--- src/shared/flash_host_defines.svh ---
/*
  timing and width constants for the parallel flash host controller.
  assumes a 100 MHz system clock; device timing figures in ns.
*/
`ifndef FLASH_HOST_DEFINES_SVH
`define FLASH_HOST_DEFINES_SVH

`define CLK_PERIOD_NS      10
`define RESET_LOW_NS       100
`define RESET_LOW_CYC      ((`RESET_LOW_NS + `CLK_PERIOD_NS - 1) / `CLK_PERIOD_NS)
`define READ_RECOVERY_NS   150
`define WRITE_RECOVERY_NS  150
`define ACCESS_NS          70
`define WRITE_PULSE_NS     50
`define SETUP_NS           20
`define ABORT_SHUTDOWN_NS  22000
`define CNT_W              16
`define CNT_ONE            16'h0001

`endif

--- src/shared/flash_host_pkg.sv ---
/*
  types for the parallel flash host controller.
  assumes nothing beyond the defines header.
*/
package flash_host_pkg;
  typedef enum logic [2:0] {
    ST_RESET,     // reset_powerdown_n held low
    ST_ABORT,     // waiting out the abort shutdown interval
    ST_RECOVER,   // recovery delay after release
    ST_IDLE,      // standby, all strobes high
    ST_SETUP,     // address/data settle before strobe
    ST_READ,      // select and output enable low
    ST_WRITE      // select and write strobe low
  } host_state_t;
endpackage : flash_host_pkg

--- src/logic/flash_host.sv ---
/*
  host-side controller driving a parallel nor flash through its control pins.
  assumes the user holds req until ack and that pin inputs are synchronous to clk.
*/
// Notes on behaviour
// - read only with select and output enable low, strobe and reset high.
// - write only with select and strobe low, output enable and reset high.
// - host waits read recovery after reset release before reading.
// - host waits write recovery after reset release before writing.
// - after abort, recovery delays count from end of shutdown.
// - reset pin follows the system reset driving the processor.
`timescale 1ns/100ps
`include "flash_host_defines.svh"

module flash_host #(
  parameter int AW             = 20,                  // flash word address width
  parameter int DW             = 16,                  // data width
  parameter int ABORT_WAIT_CYC = `ABORT_SHUTDOWN_NS / `CLK_PERIOD_NS // abort shutdown, cycles
) (
  input  wire logic          clk,         // 100 MHz clock
  input  wire logic          arst_n,      // async reset, low active
  input  wire logic          sys_reset_n, // processor reset, low active
  input  wire logic          busy_op,     // user: program/erase may be running
  input  wire logic          req,         // access request, level
  input  wire logic          req_write,   // 1 write, 0 read
  input  wire logic [AW-1:0] req_addr,    // word address
  input  wire logic [DW-1:0] req_wdata,   // write data
  output logic               ack,         // one-cycle done pulse
  output logic      [DW-1:0] rdata,       // read data, held
  output logic               ready,       // recovery done, accesses allowed
  output logic      [AW-1:0] addr,        // flash address pins
  output logic               chip_select_n,          // flash select
  output logic               output_drive_enable_n,  // flash output enable
  output logic               write_strobe_n,         // flash write strobe
  output logic               reset_powerdown_n,      // flash reset
  input  wire logic [DW-1:0] data_lines_i, // data pins in
  output logic      [DW-1:0] data_lines_o, // data pins out
  output logic               data_lines_oe // high while host drives data
);

  localparam int RD_CYC  = (`ACCESS_NS + `CLK_PERIOD_NS - 1) / `CLK_PERIOD_NS + 1;
  localparam int WR_CYC  = (`WRITE_PULSE_NS + `CLK_PERIOD_NS - 1) / `CLK_PERIOD_NS;
  localparam int SU_CYC  = (`SETUP_NS + `CLK_PERIOD_NS - 1) / `CLK_PERIOD_NS;
  localparam int RRC     = (`READ_RECOVERY_NS + `CLK_PERIOD_NS - 1) / `CLK_PERIOD_NS;
  localparam int WRC     = (`WRITE_RECOVERY_NS + `CLK_PERIOD_NS - 1) / `CLK_PERIOD_NS;
  localparam int REC_CYC = (RRC > WRC) ? RRC : WRC;

  flash_host_pkg::host_state_t state_reg;
  logic [`CNT_W-1:0]           cnt_reg;
  logic                        op_write_reg;
  logic [`CNT_W-1:0]           low_cnt_reg;  // check helper: reset pin low cycles

  //////////////////////////////////////////////////////////////////////////////
  // sequencer: reset, abort wait, recovery, then read/write cycles
  always_ff @(posedge clk or negedge arst_n) begin
    if (!arst_n) begin
      state_reg    <= flash_host_pkg::ST_RESET;
      // power-on gets the full pulse too, not just the arst time
      cnt_reg      <= `CNT_W'(`RESET_LOW_CYC);
      op_write_reg <= 1'b0;
    end else begin
      if (!sys_reset_n) begin
        // an operation may be in flight: wait the full shutdown first
        state_reg <= busy_op ? flash_host_pkg::ST_ABORT : flash_host_pkg::ST_RESET;
        cnt_reg   <= busy_op ? `CNT_W'(ABORT_WAIT_CYC) : `CNT_W'(`RESET_LOW_CYC);
      end else begin
        unique case (state_reg)
          flash_host_pkg::ST_ABORT: begin
            // recovery is measured from end of shutdown, not pin rise
            if (cnt_reg > `CNT_ONE) cnt_reg <= cnt_reg - `CNT_ONE;
            else begin
              state_reg <= flash_host_pkg::ST_RECOVER;
              cnt_reg   <= `CNT_W'(REC_CYC);
            end
          end
          flash_host_pkg::ST_RESET: begin
            // pin stays low for the full pulse time before release
            if (cnt_reg > `CNT_ONE) cnt_reg <= cnt_reg - `CNT_ONE;
            else begin
              state_reg <= flash_host_pkg::ST_RECOVER;
              cnt_reg   <= `CNT_W'(REC_CYC);
            end
          end
          flash_host_pkg::ST_RECOVER: begin
            if (cnt_reg > `CNT_ONE) cnt_reg <= cnt_reg - `CNT_ONE;
            else state_reg <= flash_host_pkg::ST_IDLE;
          end
          flash_host_pkg::ST_IDLE: begin
            if (req && !ack) begin
              state_reg    <= flash_host_pkg::ST_SETUP;
              op_write_reg <= req_write;
              cnt_reg      <= `CNT_W'(SU_CYC);
            end
          end
          flash_host_pkg::ST_SETUP: begin
            if (cnt_reg > `CNT_ONE) cnt_reg <= cnt_reg - `CNT_ONE;
            else begin
              state_reg <= op_write_reg ? flash_host_pkg::ST_WRITE : flash_host_pkg::ST_READ;
              cnt_reg   <= op_write_reg ? `CNT_W'(WR_CYC) : `CNT_W'(RD_CYC);
            end
          end
          flash_host_pkg::ST_READ, flash_host_pkg::ST_WRITE: begin
            if (cnt_reg > `CNT_ONE) cnt_reg <= cnt_reg - `CNT_ONE;
            else state_reg <= flash_host_pkg::ST_IDLE;
          end
        endcase
      end
    end
  end

  //////////////////////////////////////////////////////////////////////////////
  // control pins; only the two legal strobe pairs are ever driven low
  always_ff @(posedge clk or negedge arst_n) begin
    if (!arst_n) begin
      reset_powerdown_n     <= 1'b0;
      chip_select_n         <= 1'b1;
      output_drive_enable_n <= 1'b1;
      write_strobe_n        <= 1'b1;
      ready                 <= 1'b0;
    end else begin
      // pin low for the whole reset count and the whole abort wait
      reset_powerdown_n <= sys_reset_n &&
        state_reg != flash_host_pkg::ST_RESET &&
        state_reg != flash_host_pkg::ST_ABORT;
      // deselect is never an abort: a busy device simply carries on
      chip_select_n <= !(sys_reset_n && (state_reg == flash_host_pkg::ST_READ ||
                                         state_reg == flash_host_pkg::ST_WRITE));
      output_drive_enable_n <= !(sys_reset_n && state_reg == flash_host_pkg::ST_READ);
      // strobe rises one cycle before select; address and data held past it
      write_strobe_n <= !(sys_reset_n && state_reg == flash_host_pkg::ST_WRITE &&
                          cnt_reg > `CNT_ONE);
      ready <= sys_reset_n && state_reg == flash_host_pkg::ST_IDLE;
    end
  end

  //////////////////////////////////////////////////////////////////////////////
  // address, data drive and response
  always_ff @(posedge clk or negedge arst_n) begin
    if (!arst_n) begin
      addr          <= '0;
      data_lines_o  <= '0;
      data_lines_oe <= 1'b0;
      rdata         <= '0;
      ack           <= 1'b0;
    end else begin
      ack <= 1'b0;
      if (state_reg == flash_host_pkg::ST_IDLE && req && !ack && sys_reset_n) begin
        addr         <= req_addr;
        data_lines_o <= req_wdata;
      end
      // drive only in write-related states, never overlapping a read
      data_lines_oe <= sys_reset_n && op_write_reg &&
                       (state_reg == flash_host_pkg::ST_SETUP ||
                        state_reg == flash_host_pkg::ST_WRITE);
      if (sys_reset_n && cnt_reg == `CNT_ONE &&
          (state_reg == flash_host_pkg::ST_READ || state_reg == flash_host_pkg::ST_WRITE)) begin
        ack <= 1'b1;
        if (state_reg == flash_host_pkg::ST_READ) rdata <= data_lines_i;
      end
    end
  end

  //////////////////////////////////////////////////////////////////////////////
  // check helper: cycles the reset pin has been low, saturating
  // a repetition cannot span the long abort wait, so count instead
  always_ff @(posedge clk or negedge arst_n) begin
    if (!arst_n) begin
      low_cnt_reg <= '0;
    end else if (reset_powerdown_n) begin
      low_cnt_reg <= '0;
    end else if (low_cnt_reg != '1) begin
      low_cnt_reg <= low_cnt_reg + `CNT_ONE;
    end
  end

  //////////////////////////////////////////////////////////////////////////////
  // checks
  a_no_illegal_mix: assert property (@(posedge clk) disable iff (!arst_n)
    !(!write_strobe_n && !output_drive_enable_n)) else $error("strobe and output enable both low");
  a_no_bus_contend: assert property (@(posedge clk) disable iff (!arst_n)
    !(data_lines_oe && !output_drive_enable_n)) else $error("host drives during read");
  a_write_drive: assert property (@(posedge clk) disable iff (!arst_n)
    !write_strobe_n |=> data_lines_oe) else $error("data dropped at strobe rise");
  a_access_reset: assert property (@(posedge clk) disable iff (!arst_n)
    !chip_select_n |-> reset_powerdown_n) else $error("access during reset");
  a_reset_width: assert property (@(posedge clk) disable iff (!arst_n)
    $fell(reset_powerdown_n) |-> !reset_powerdown_n [*8]) else $error("reset pulse too short");
  a_read_recov: assert property (@(posedge clk) disable iff (!arst_n)
    $rose(reset_powerdown_n) |-> chip_select_n [*8]) else $error("access before recovery");
  a_write_recov: assert property (@(posedge clk) disable iff (!arst_n)
    $rose(reset_powerdown_n) |-> write_strobe_n [*8]) else $error("write before recovery");
  // the whole low time, also through an abort wait
  a_reset_long: assert property (@(posedge clk) disable iff (!arst_n)
    $rose(reset_powerdown_n) |-> low_cnt_reg >= `CNT_W'(`RESET_LOW_CYC))
    else $error("reset pulse below minimum");
  // the pin must not rise while the device still shuts down
  a_abort_hold: assert property (@(posedge clk) disable iff (!arst_n)
    state_reg == flash_host_pkg::ST_ABORT |=> !reset_powerdown_n) else $error("reset released during shutdown");

  // each bus state is driven complete, never a mix of two
  a_write_shape: assert property (@(posedge clk) disable iff (!arst_n)
    !write_strobe_n |-> !chip_select_n && output_drive_enable_n && reset_powerdown_n && data_lines_oe)
    else $error("incomplete write pin state");
  a_read_shape: assert property (@(posedge clk) disable iff (!arst_n)
    !output_drive_enable_n |-> !chip_select_n && write_strobe_n && reset_powerdown_n && !data_lines_oe)
    else $error("incomplete read pin state");
  a_standby_quiet: assert property (@(posedge clk) disable iff (!arst_n)
    chip_select_n |-> output_drive_enable_n && write_strobe_n) else $error("strobe low while deselected");
  // idle means the bus is parked: deselected and not driven
  a_ready_quiet: assert property (@(posedge clk) disable iff (!arst_n)
    ready |-> chip_select_n && !data_lines_oe) else $error("bus active while ready");
  // the device latches at strobe rise: select, address and data still hold
  a_capture_hold: assert property (@(posedge clk) disable iff (!arst_n)
    $rose(write_strobe_n) && reset_powerdown_n |-> !chip_select_n && data_lines_oe && $stable(addr) &&
    $stable(data_lines_o)) else $error("write data moved at strobe rise");

endmodule : flash_host

--- config.mk ---
export PLATFORM = sky130hd
export DESIGN_NAME = flash_host
export DESIGN_NICKNAME = d
export VERILOG_FILES = /design/src/shared/flash_host_pkg.sv /design/src/logic/flash_host.sv
export VERILOG_INCLUDE_DIRS = /design/src /design/src/shared
export SDC_FILE = /design/constraint.sdc
export NUM_CORES = 1
export LEC_CHECK = 0
export ABC_CLOCK_PERIOD_IN_PS = 2860
export BUFFER_PORTS_ARGS = -buffer_cell sky130_fd_sc_hd__buf_4
export CORE_MARGIN = 1.5
export CORE_UTILIZATION = 50
export CTS_CLUSTER_DIAMETER = 30
export DETAILED_ROUTE_END_ITERATION = 7
export GPL_TIMING_DRIVEN = 0
export HOLD_SLACK_MARGIN = 0.02
export PLACE_DENSITY = 0.78
export SLEW_MARGIN = 20
export SYNTH_ARGS = -nofsm -noshare
export SYNTH_HDL_FRONTEND = slang
export SYNTH_SLANG_ARGS = --single-unit
--- constraint.sdc ---
create_clock -name clk -period 2.86 [get_ports clk]
set_clock_uncertainty 0.2 [all_clocks]
set_input_delay 0.858 -clock clk [delete_from_list [all_inputs] [get_ports clk]]
set_output_delay 0.858 -clock clk [all_outputs]
set_load 0.1 [all_outputs]
==> results_dict.tcl, run 1 <==
set metrics [dict create \
    run_status "finished clean" \
    yosysSeqAreaShare_pct 51.6 \
    grt_max_degree 80 \
    switching_share_pct 33.5 \
    grt_pass1_wl_mm 15.5 \
    syn2layout_area_growth_pct 31.1 \
    clk_latency_ns 0.34 \
    slowest_delay_ns 0.47 \
    leakage_nw 2.49 \
    place_hpwl_mm 6.96 \
    antenna_found_initial 0 \
    portBuffers 115 \
    critPathLaunchType "flop" \
    cts_root_buffer "clkbuf_8" \
    ys_types 56 \
    ios 117 \
    wl_per_cell_um 17.4 \
    clock_path_buffers 2 \
    synthArstFlopShare_pct 100 \
    clkTransAtPathRegs_ns 0.07 \
    syn_area_um2 3840 \
    post-place-ws_ns -0.159 \
    critPathRequiredTime_ns 2.90 \
    p_int_mw 1.79 \
    firstDrtPassIters 4 \
    hold_path_class "flop to flop" \
    dr_total_vias 3094 \
    yosys-top-cells-area "dfrtp_1, mux2_2, mux2_4" \
    antenna_left 0 \
    synthTopCellsByCount "dfrtp_1, mux2_2, nand2_1" \
    synth_top_area_share_pct 48.2 \
    finalHoldViolations 0 \
    fin_nets 502 \
    syn_inst 315 \
    synth_edf_count 0 \
    antenna_cells 0 \
    slew_headroom_pct 51.7 \
    fin_crit_ns 2.68 \
    drive_above_1_share_pct 47.7 \
    drc 0 \
    peakVddDrop_v 0.000378 \
    ys_ff_latch 79 \
    final_max_slew_viol_count 0 \
    crit_arrival_ns 2.72 \
    rsz0062_at_grt "false" \
    start_util_pct 52.4 \
    place_congestion 0.912 \
    crit_slowest_cell "dfrtp_1" \
    final_area_um2 5040 \
    power_mw 2.69 \
    crit_chain "inv_1 -> ha_1 -> or2_2 -> clkbuf_1 -> nand3_1 -> o31ai_4 -> o21ai_2 -> a221oi_1" \
    htree_levels 3 \
    setup_slack_ns 0.181 \
    cts-buffers-inserted 9 \
    dr.first_iter.drc_count 121 \
    cp_max_fo 9 \
    grt_util_all_layers_pct 24.0 \
    rows 31 \
    clock-sinks 79 \
    maxCapViolCount 0 \
    fin_crit_sh_pct 93.7 \
    wirelength_mm 9.50 \
    top_register "addr" \
    worst_slew_pin_slew_ns 0.723 \
    largest_reg_flops 20 \
    p_seq_share_pct 46.1 \
    cts_tree "built" \
    syn-num-nets 375 \
    yosys_most_used_dff "dfrtp_1" \
    viasPerCell 5.67 \
    grt_pass1_vias 3035 \
    place_area_um2 4830 \
    dieWidth_um 90.7 \
    clock_power_share_pct 29.1 \
    fp.coreArea_um2 7330 \
    post-route-util_pct 68.7 \
    powerDensity_nw_per_um2 533 \
    p_sw_mw 0.901 \
    critPathKind "flop to flop" \
    synthMostInstantiatedCell "dfrtp_1" \
    clock.fmax_mhz 373 \
    combinationalPowerShare_pct 24.8 \
    synth_top_area_cell "dfrtp_1" \
    yosys_warnings 0 \
    synth_area_per_cell_um2 12.2 \
    die_y_um 90.7 \
    finalSetupViolCount 0 \
    dieArea_um2 8220 \
    crit_path_end_kind "flop" \
    overflow 0 \
]
==> power groups by stage <==
stage	registers, mW	clock network [mW]	logic [mW]
after floorplan	1.51	0	0.203
after global placement	1.25	0	0.654
after detailed placement	1.26	0	0.661
after CTS	1.24	0.807	0.663
after global routing	1.24	0.849	0.704
final	1.24	0.782	0.667
==> kinds of logic after synthesis <==
family | Yosys count | synth area share [%]
compound gates | 65 | 13.6
fa+ha+maj | 3 | 0.912
buf+inv | 28 | 3.55
flops | 79 | 51.6
mux | 54 | 16.8
simple gates | 86 | 13.5
==> per-stage QoR <==
stage / std cells / hold WS, ns / TNS, ns
after floorplan: 315 / 0.287 / 0
after global placement: 529 / 0.288 / -5.11
after detailed placement: 529 / 0.296 / -4.24
after CTS: 545 / 0.314 / 0
after global routing: 546 / 0.322 / 0
final: 546 / 0.308 / 0
==> worst paths after layout <==
path | start | to | slack (ns) | depth (start not counted)
worst min-delay path | addr[17]$_DFFE_PN0P_ | addr[17]$_DFFE_PN0P_ | 0.31 | 1
worst max-delay path | cnt_reg[0]$_DFFE_PN0P_ | cnt_reg[2]$_DFFE_PN0P_ | 0.18 | 8
worst max register to register | cnt_reg[0]$_DFFE_PN0P_ | cnt_reg[2]$_DFFE_PN0P_ | 0.18 | 8
worst min register to register | addr[17]$_DFFE_PN0P_ | addr[17]$_DFFE_PN0P_ | 0.31 | 1
min in group asynchronous | arst_n | addr[16]$_DFFE_PN0P_ | 0.33 | 1
max in group asynchronous | arst_n | rdata[3]$_DFFE_PN0P_ | 1.63 | 1
==> worst max-delay path, delay by kind of cell, from the launching register on <==
| family | cells | cell delay (ns) |
|---|---|---|
| AO/OA/AOI/OAI | 3 | 0.95 |
| flip-flops | 1 | 0.47 |
| buffers and inverters | 2 | 0.37 |
| AND/OR/NAND/NOR | 2 | 0.32 |
| adder cells (fa/ha/maj) | 1 | 0.28 |
==> timing repair <==
| action | 4_1_cts | 5_1_grt |
|---|---|---|
| setup buffers | 0 | 1 |
| hold buffers | 0 | 0 |
| gates resized for setup | 0 | 4 |
| setup endpoints to repair | 0 | 15 |
==> cell usage in the layout, fill, tap and decap left out, types with 4 or more instances in the layout <==
cell type,Yosys,routed
buf_4,3,118
o221ai_1,5,5
o211ai_1,11,11
mux2_2,43,43
nand4_1,6,6
nand3_1,13,13
o311ai_0,5,5
or4_1,4,4
dfrtp_1,74,74
buf_2,4,4
clkbuf_8,0,9
nor2_1,13,13
clkbuf_1,10,12
nor2b_1,6,6
nand2_1,15,15
a21oi_1,8,8
o21ai_0,8,8
mux2_4,10,10
inv_1,8,8
nor4_4,4,4
nand2b_1,4,4
dfstp_2,5,5
==> metal layers <==
layer	global-route usage (%)	vias to the layer above	part of all wire (%)
li1	-	1440	-
met1	32.3	1494	44
met2	38.1	148	48
met3	5.22	12	7.3
met4	8.73	0	1.2
met5	0	-	0
==> cell type report <==
class / instances / area [um2]
Tap cell: 99 / 124
Multi-Input combinational cell: 208 / 1730
Clock inverter: 4 / 48.8
Sequential cell: 79 / 1980
Inverter: 9 / 33.8
Clock buffer: 12 / 135
Buffer: 19 / 104
Fill cell: 533 / 2290
Timing Repair Buffer: 116 / 875
Note: power is estimated with default switching activity, not from simulation.
==> run 2, diff against run 1 <==
ABC_CLOCK_PERIOD_IN_PS = 2800   (was 2860)
clock period = 2.8 ns   (was 2.86 ns; I/O delays follow)
==> results_dict.tcl, run 2 (same netlist as run 1, synthesis figures left out) <==
set metrics [dict create \
    dr.first_iter.drc_count 131 \
    n_fill_cell 533 \
    clk_latency_ns 0.34 \
    slew_headroom_pct 50.7 \
    peakVddDrop_v 0.000387 \
    wirelength_mm 9.54 \
    final_common_cell "buf_4" \
    worst_slew_pin_slew_ns 0.737 \
    holdBufCountCts 0 \
    cp_max_fo 9 \
    htree_levels 3 \
    setup_slack_ns 0.120 \
    fin_crit_ns 2.68 \
    hold_path_class "primary input to asynchronous set/reset pin" \
    clock.fmax_mhz 373 \
    powerDensity_nw_per_um2 545 \
    place_hpwl_mm 6.96 \
    clock-sinks 79 \
    rr_worst_depth 8 \
    cts_root_buffer "clkbuf_8" \
    fp.coreArea_um2 7330 \
    overflow 0 \
    p_sw_mw 0.922 \
    clock_power_share_pct 29.1 \
    crit_arrival_ns 2.67 \
    dieArea_um2 8220 \
    cts_tree "built" \
    grt_pass1_vias 3033 \
    post-place-ws_ns -0.201 \
    p_int_mw 1.82 \
    final_area_um2 5040 \
    finalSetupViolCount 0 \
    clkTransAtPathRegs_ns 0.08 \
    combinationalPowerShare_pct 24.9 \
    leakage_nw 2.49 \
    start_util_pct 52.4 \
    syn2layout_area_growth_pct 31.1 \
    wl_per_cell_um 17.5 \
    drive_above_1_share_pct 47.7 \
    ios 117 \
    finalHoldViolations 0 \
    fin_nets 502 \
    grt_util_all_layers_pct 24.0 \
    critPathKind "flop to flop" \
    die_y_um 90.7 \
    place_congestion 0.912 \
    critPathRequiredTime_ns 2.79 \
    final_max_slew_viol_count 0 \
    critPathLaunchType "flop" \
    maxCapViolCount 0 \
    place_area_um2 4830 \
    clock_path_buffers 2 \
    switching_share_pct 33.6 \
    fin_crit_sh_pct 95.7 \
    dr_total_vias 3075 \
    p_seq_share_pct 46.0 \
    cts-buffers-inserted 9 \
    run_status "finished clean" \
    grt_pass1_wl_mm 15.5 \
    drc 0 \
    top_register "addr" \
    grt_max_degree 80 \
    firstDrtPassIters 4 \
    dieWidth_um 90.7 \
    viasPerCell 5.63 \
    crit_path_end_kind "flop" \
    rows 31 \
    antenna_found_initial 0 \
    rsz0062_at_grt "true" \
    antenna_cells 0 \
    portBuffers 115 \
    layout_common_cells "buf_4, dfrtp_1, mux2_2" \
    largest_reg_flops 20 \
    antenna_left 0 \
]
run 2: layout make-up:
type	instances	area (um2)	share of cell area (%)
Buffer	19	104	2.06
Clock buffer	12	135	2.68
Clock inverter	4	48.8	0.969
Inverter	9	33.8	0.671
Multi-Input combinational cell	208	1730	34.4
Sequential cell	79	1980	39.4
Tap cell	99	124	2.46
Timing Repair Buffer	116	875	17.4
run 2: repair_timing:
action | in CTS | in global routing
resized for setup | 1 | 3
cloned | 0 | 0
endpoints found under the setup margin | 3 | 37
setup buffers | 0 | 1
pin swaps | 0 | 1
run 2: layer usage:
| metal | routed length [um] | up-vias | share of wire [%] | GRT usage (%) |
|---|---|---|---|---|
| met1 | 4250 | 1496 | 45 | 32.4 |
| met3 | 616 | 10 | 6.5 | 5.30 |
| met2 | 4560 | 132 | 48 | 38.0 |
| met5 | 0 | - | 0 | 0 |
| li1 | - | 1437 | - | - |
| met4 | 109 | 0 | 1.1 | 8.73 |
run 2: worst paths after layout:
| kind | from | to | slack, ns |
|---|---|---|---|
| worst max-delay path | cnt_reg[1]$_DFFE_PN1P_ | cnt_reg[15]$_DFFE_PN0P_ | 0.12 |
| min in group clk | addr[17]$_DFFE_PN0P_ | addr[17]$_DFFE_PN0P_ | 0.31 |
| worst min-delay path | arst_n | addr[16]$_DFFE_PN0P_ | 0.31 |
| worst min register to register | addr[17]$_DFFE_PN0P_ | addr[17]$_DFFE_PN0P_ | 0.31 |
| worst max register to register | cnt_reg[1]$_DFFE_PN1P_ | cnt_reg[15]$_DFFE_PN0P_ | 0.12 |
| max in group asynchronous | arst_n | rdata[3]$_DFFE_PN0P_ | 1.58 |
run 2: metrics by stage:
stage	util [%]	TNS [ns]	power [mW]	cells	hold WS, ns
2_1_floorplan	-	0	1.75	315	0.287
3_3_place_gp	65.9	-6.40	1.95	529	0.288
3_5_place_dp	65.9	-5.55	1.96	529	0.296
4_1_cts	68.5	0	2.77	545	0.314
5_1_grt	68.7	-0.0293	2.86	546	0.322
6_report	68.7	0	2.75	546	0.308
run 2: power groups by stage:
| stage | clock (mW) | sequential [mW] | combinational (mW) |
|---|---|---|---|
| after floorplan | 0 | 1.54 | 0.207 |
| after global placement | 0 | 1.28 | 0.668 |
| final | 0.800 | 1.26 | 0.682 |
| after CTS | 0.825 | 1.26 | 0.679 |
| after global routing | 0.867 | 1.27 | 0.720 |
| after detailed placement | 0 | 1.28 | 0.676 |
run 2: worst max-delay path: stages (launching register included):
cell	delay [ns]
dfstp_2	0.58
inv_1	0.07
ha_1	0.25
or2_2	0.31
clkbuf_1	0.18
nand3_1	0.16
o31ai_4	0.11
o21ai_2	0.46
a41oi_1	0.19
==> run 3, diff against run 2 <==
CORE_UTILIZATION = 51   (was 50)
PLACE_DENSITY = 0.79   (was 0.78)
==> results_dict.tcl, run 3 (same netlist as run 1, synthesis figures left out) <==
set metrics [dict create \
    fin_nets 505 \
    ios 117 \
    clock_path_buffers 2 \
    cts_tree "built" \
    clock-sinks 79 \
    post-route-util_pct 70.0 \
    place_congestion 0.942 \
    grt_pass1_wl_mm 15.5 \
    top_register "addr" \
    final_common_cell "buf_4" \
    antenna_left 0 \
    hold_path_class "flop to flop" \
    drive_above_1_share_pct 48.7 \
    dp_cells 529 \
    antenna_cells 0 \
    grt_max_degree 80 \
    fp.coreArea_um2 7250 \
    critPathKind "primary input to flop" \
    n_fill_cell 520 \
    wirelength_mm 9.38 \
    antenna_found_initial 0 \
    grt_pass1_vias 3022 \
    fin_crit_ns 2.67 \
    cp_max_fo 10 \
    holdBufCountCts 0 \
    fin_crit_sh_pct 95.4 \
    largest_reg_flops 20 \
    critPathLaunchType "primary input" \
    place_area_um2 4830 \
    finalSetupViolCount 0 \
    crit_arrival_ns 2.71 \
    drc 0 \
    crit_path_end_kind "flop" \
    die_y_um 89.8 \
    grt_util_all_layers_pct 23.9 \
    place_hpwl_mm 6.58 \
    clock.fmax_mhz 374 \
    whs_ns 0.312 \
    layout_common_cells "buf_4, dfrtp_1, mux2_2" \
    dieWidth_um 89.8 \
    wl_per_cell_um 17.1 \
    peakVddDrop_v 0.000411 \
    final_area_um2 5070 \
    htree_levels 3 \
    run_status "finished clean" \
    dr.first_iter.drc_count 196 \
    clkTransAtPathRegs_ns 0.08 \
    powerDensity_nw_per_um2 551 \
    worst_slew_pin_slew_ns 0.959 \
    portBuffers 115 \
    dr_total_vias 3122 \
    syn2layout_area_growth_pct 32.0 \
    final_max_slew_viol_count 0 \
    maxCapViolCount 0 \
    critPathRequiredTime_ns 2.83 \
    slew_headroom_pct 36.1 \
    finalHoldViolations 0 \
    final_cells 549 \
    leakage_nw 2.51 \
    overflow 0 \
    firstDrtPassIters 4 \
    cts-buffers-inserted 9 \
    rows 31 \
    viasPerCell 5.69 \
    start_util_pct 53.0 \
    dieArea_um2 8060 \
    cts_root_buffer "clkbuf_8" \
    clk_latency_ns 0.35 \
]
-- run 3: path summary, 6_finish.rpt --
| check | startpoint | to | slack (ns) | depth (start not counted) |
|---|---|---|---|---|
| max | sys_reset_n | addr[16]$_DFFE_PN0P_ | 0.13 | 5 |
| min | data_lines_o[7]$_DFFE_PN0P_ | data_lines_o[7]$_DFFE_PN0P_ | 0.31 | 1 |
| max reg2reg | cnt_reg[0]$_DFFE_PN0P_ | cnt_reg[2]$_DFFE_PN0P_ | 0.17 | 8 |
| min reg2reg | data_lines_o[7]$_DFFE_PN0P_ | data_lines_o[7]$_DFFE_PN0P_ | 0.31 | 1 |
| max in group asynchronous | arst_n | cnt_reg[0]$_DFFE_PN0P_ | 1.35 | 1 |
| min in group asynchronous | arst_n | addr[18]$_DFFE_PN0P_ | 0.42 | 1 |
-- run 3: power breakdown --
part           switching (mW)  total, mW  internal [mW]
sequential             0.0554       1.26           1.21
combinational           0.472      0.679          0.206
clock                   0.415      0.856          0.440
-- run 3: timing repair --
action / 4_1_cts / 5_1_grt
endpoints found under the setup margin: 0 / 13
gates resized for setup: 0 / 5
buffers inserted: 0 / 4
-- run 3: per-stage QoR --
step | TNS, ns | power, mW | setup WS [ns]
finish | 0 | 2.80 | 0.128
global route | -0.242 | 2.91 | -0.0253
CTS | 0 | 2.81 | 0.0545
detailed placement | -6.25 | 1.95 | -0.222
global placement | -5.08 | 1.94 | -0.175
floorplan | 0 | 1.75 | 0.222
-- run 3: area by class of cell --
type                            instances  area, um2  area share [%]
Tap cell                               99        124            2.44
Multi-Input combinational cell        208       1740            34.2
Timing Repair Buffer                  119        893            17.6
Inverter                                9       33.8           0.666
Buffer                                 19        104            2.05
Clock inverter                          4       53.8            1.06
Clock buffer                           12        145            2.86
Sequential cell                        79       1980            39.1
-- run 3: critical path: stages --
cell	delay (ns)
clkbuf_1	0.33
clkinv_1	0.36
nor2_2	0.46
buf_2	0.34
mux2_2	0.37
-- run 3: layer usage --
metal	share of wire (%)	vias to the layer above	wire [um]	GRT usage [%]
met5	0	-	0	0
met4	1.7	0	158	7.67
met3	7.2	16	672	4.65
met2	47	160	4380	37.8
met1	44	1508	4170	33.4
li1	-	1438	-	-
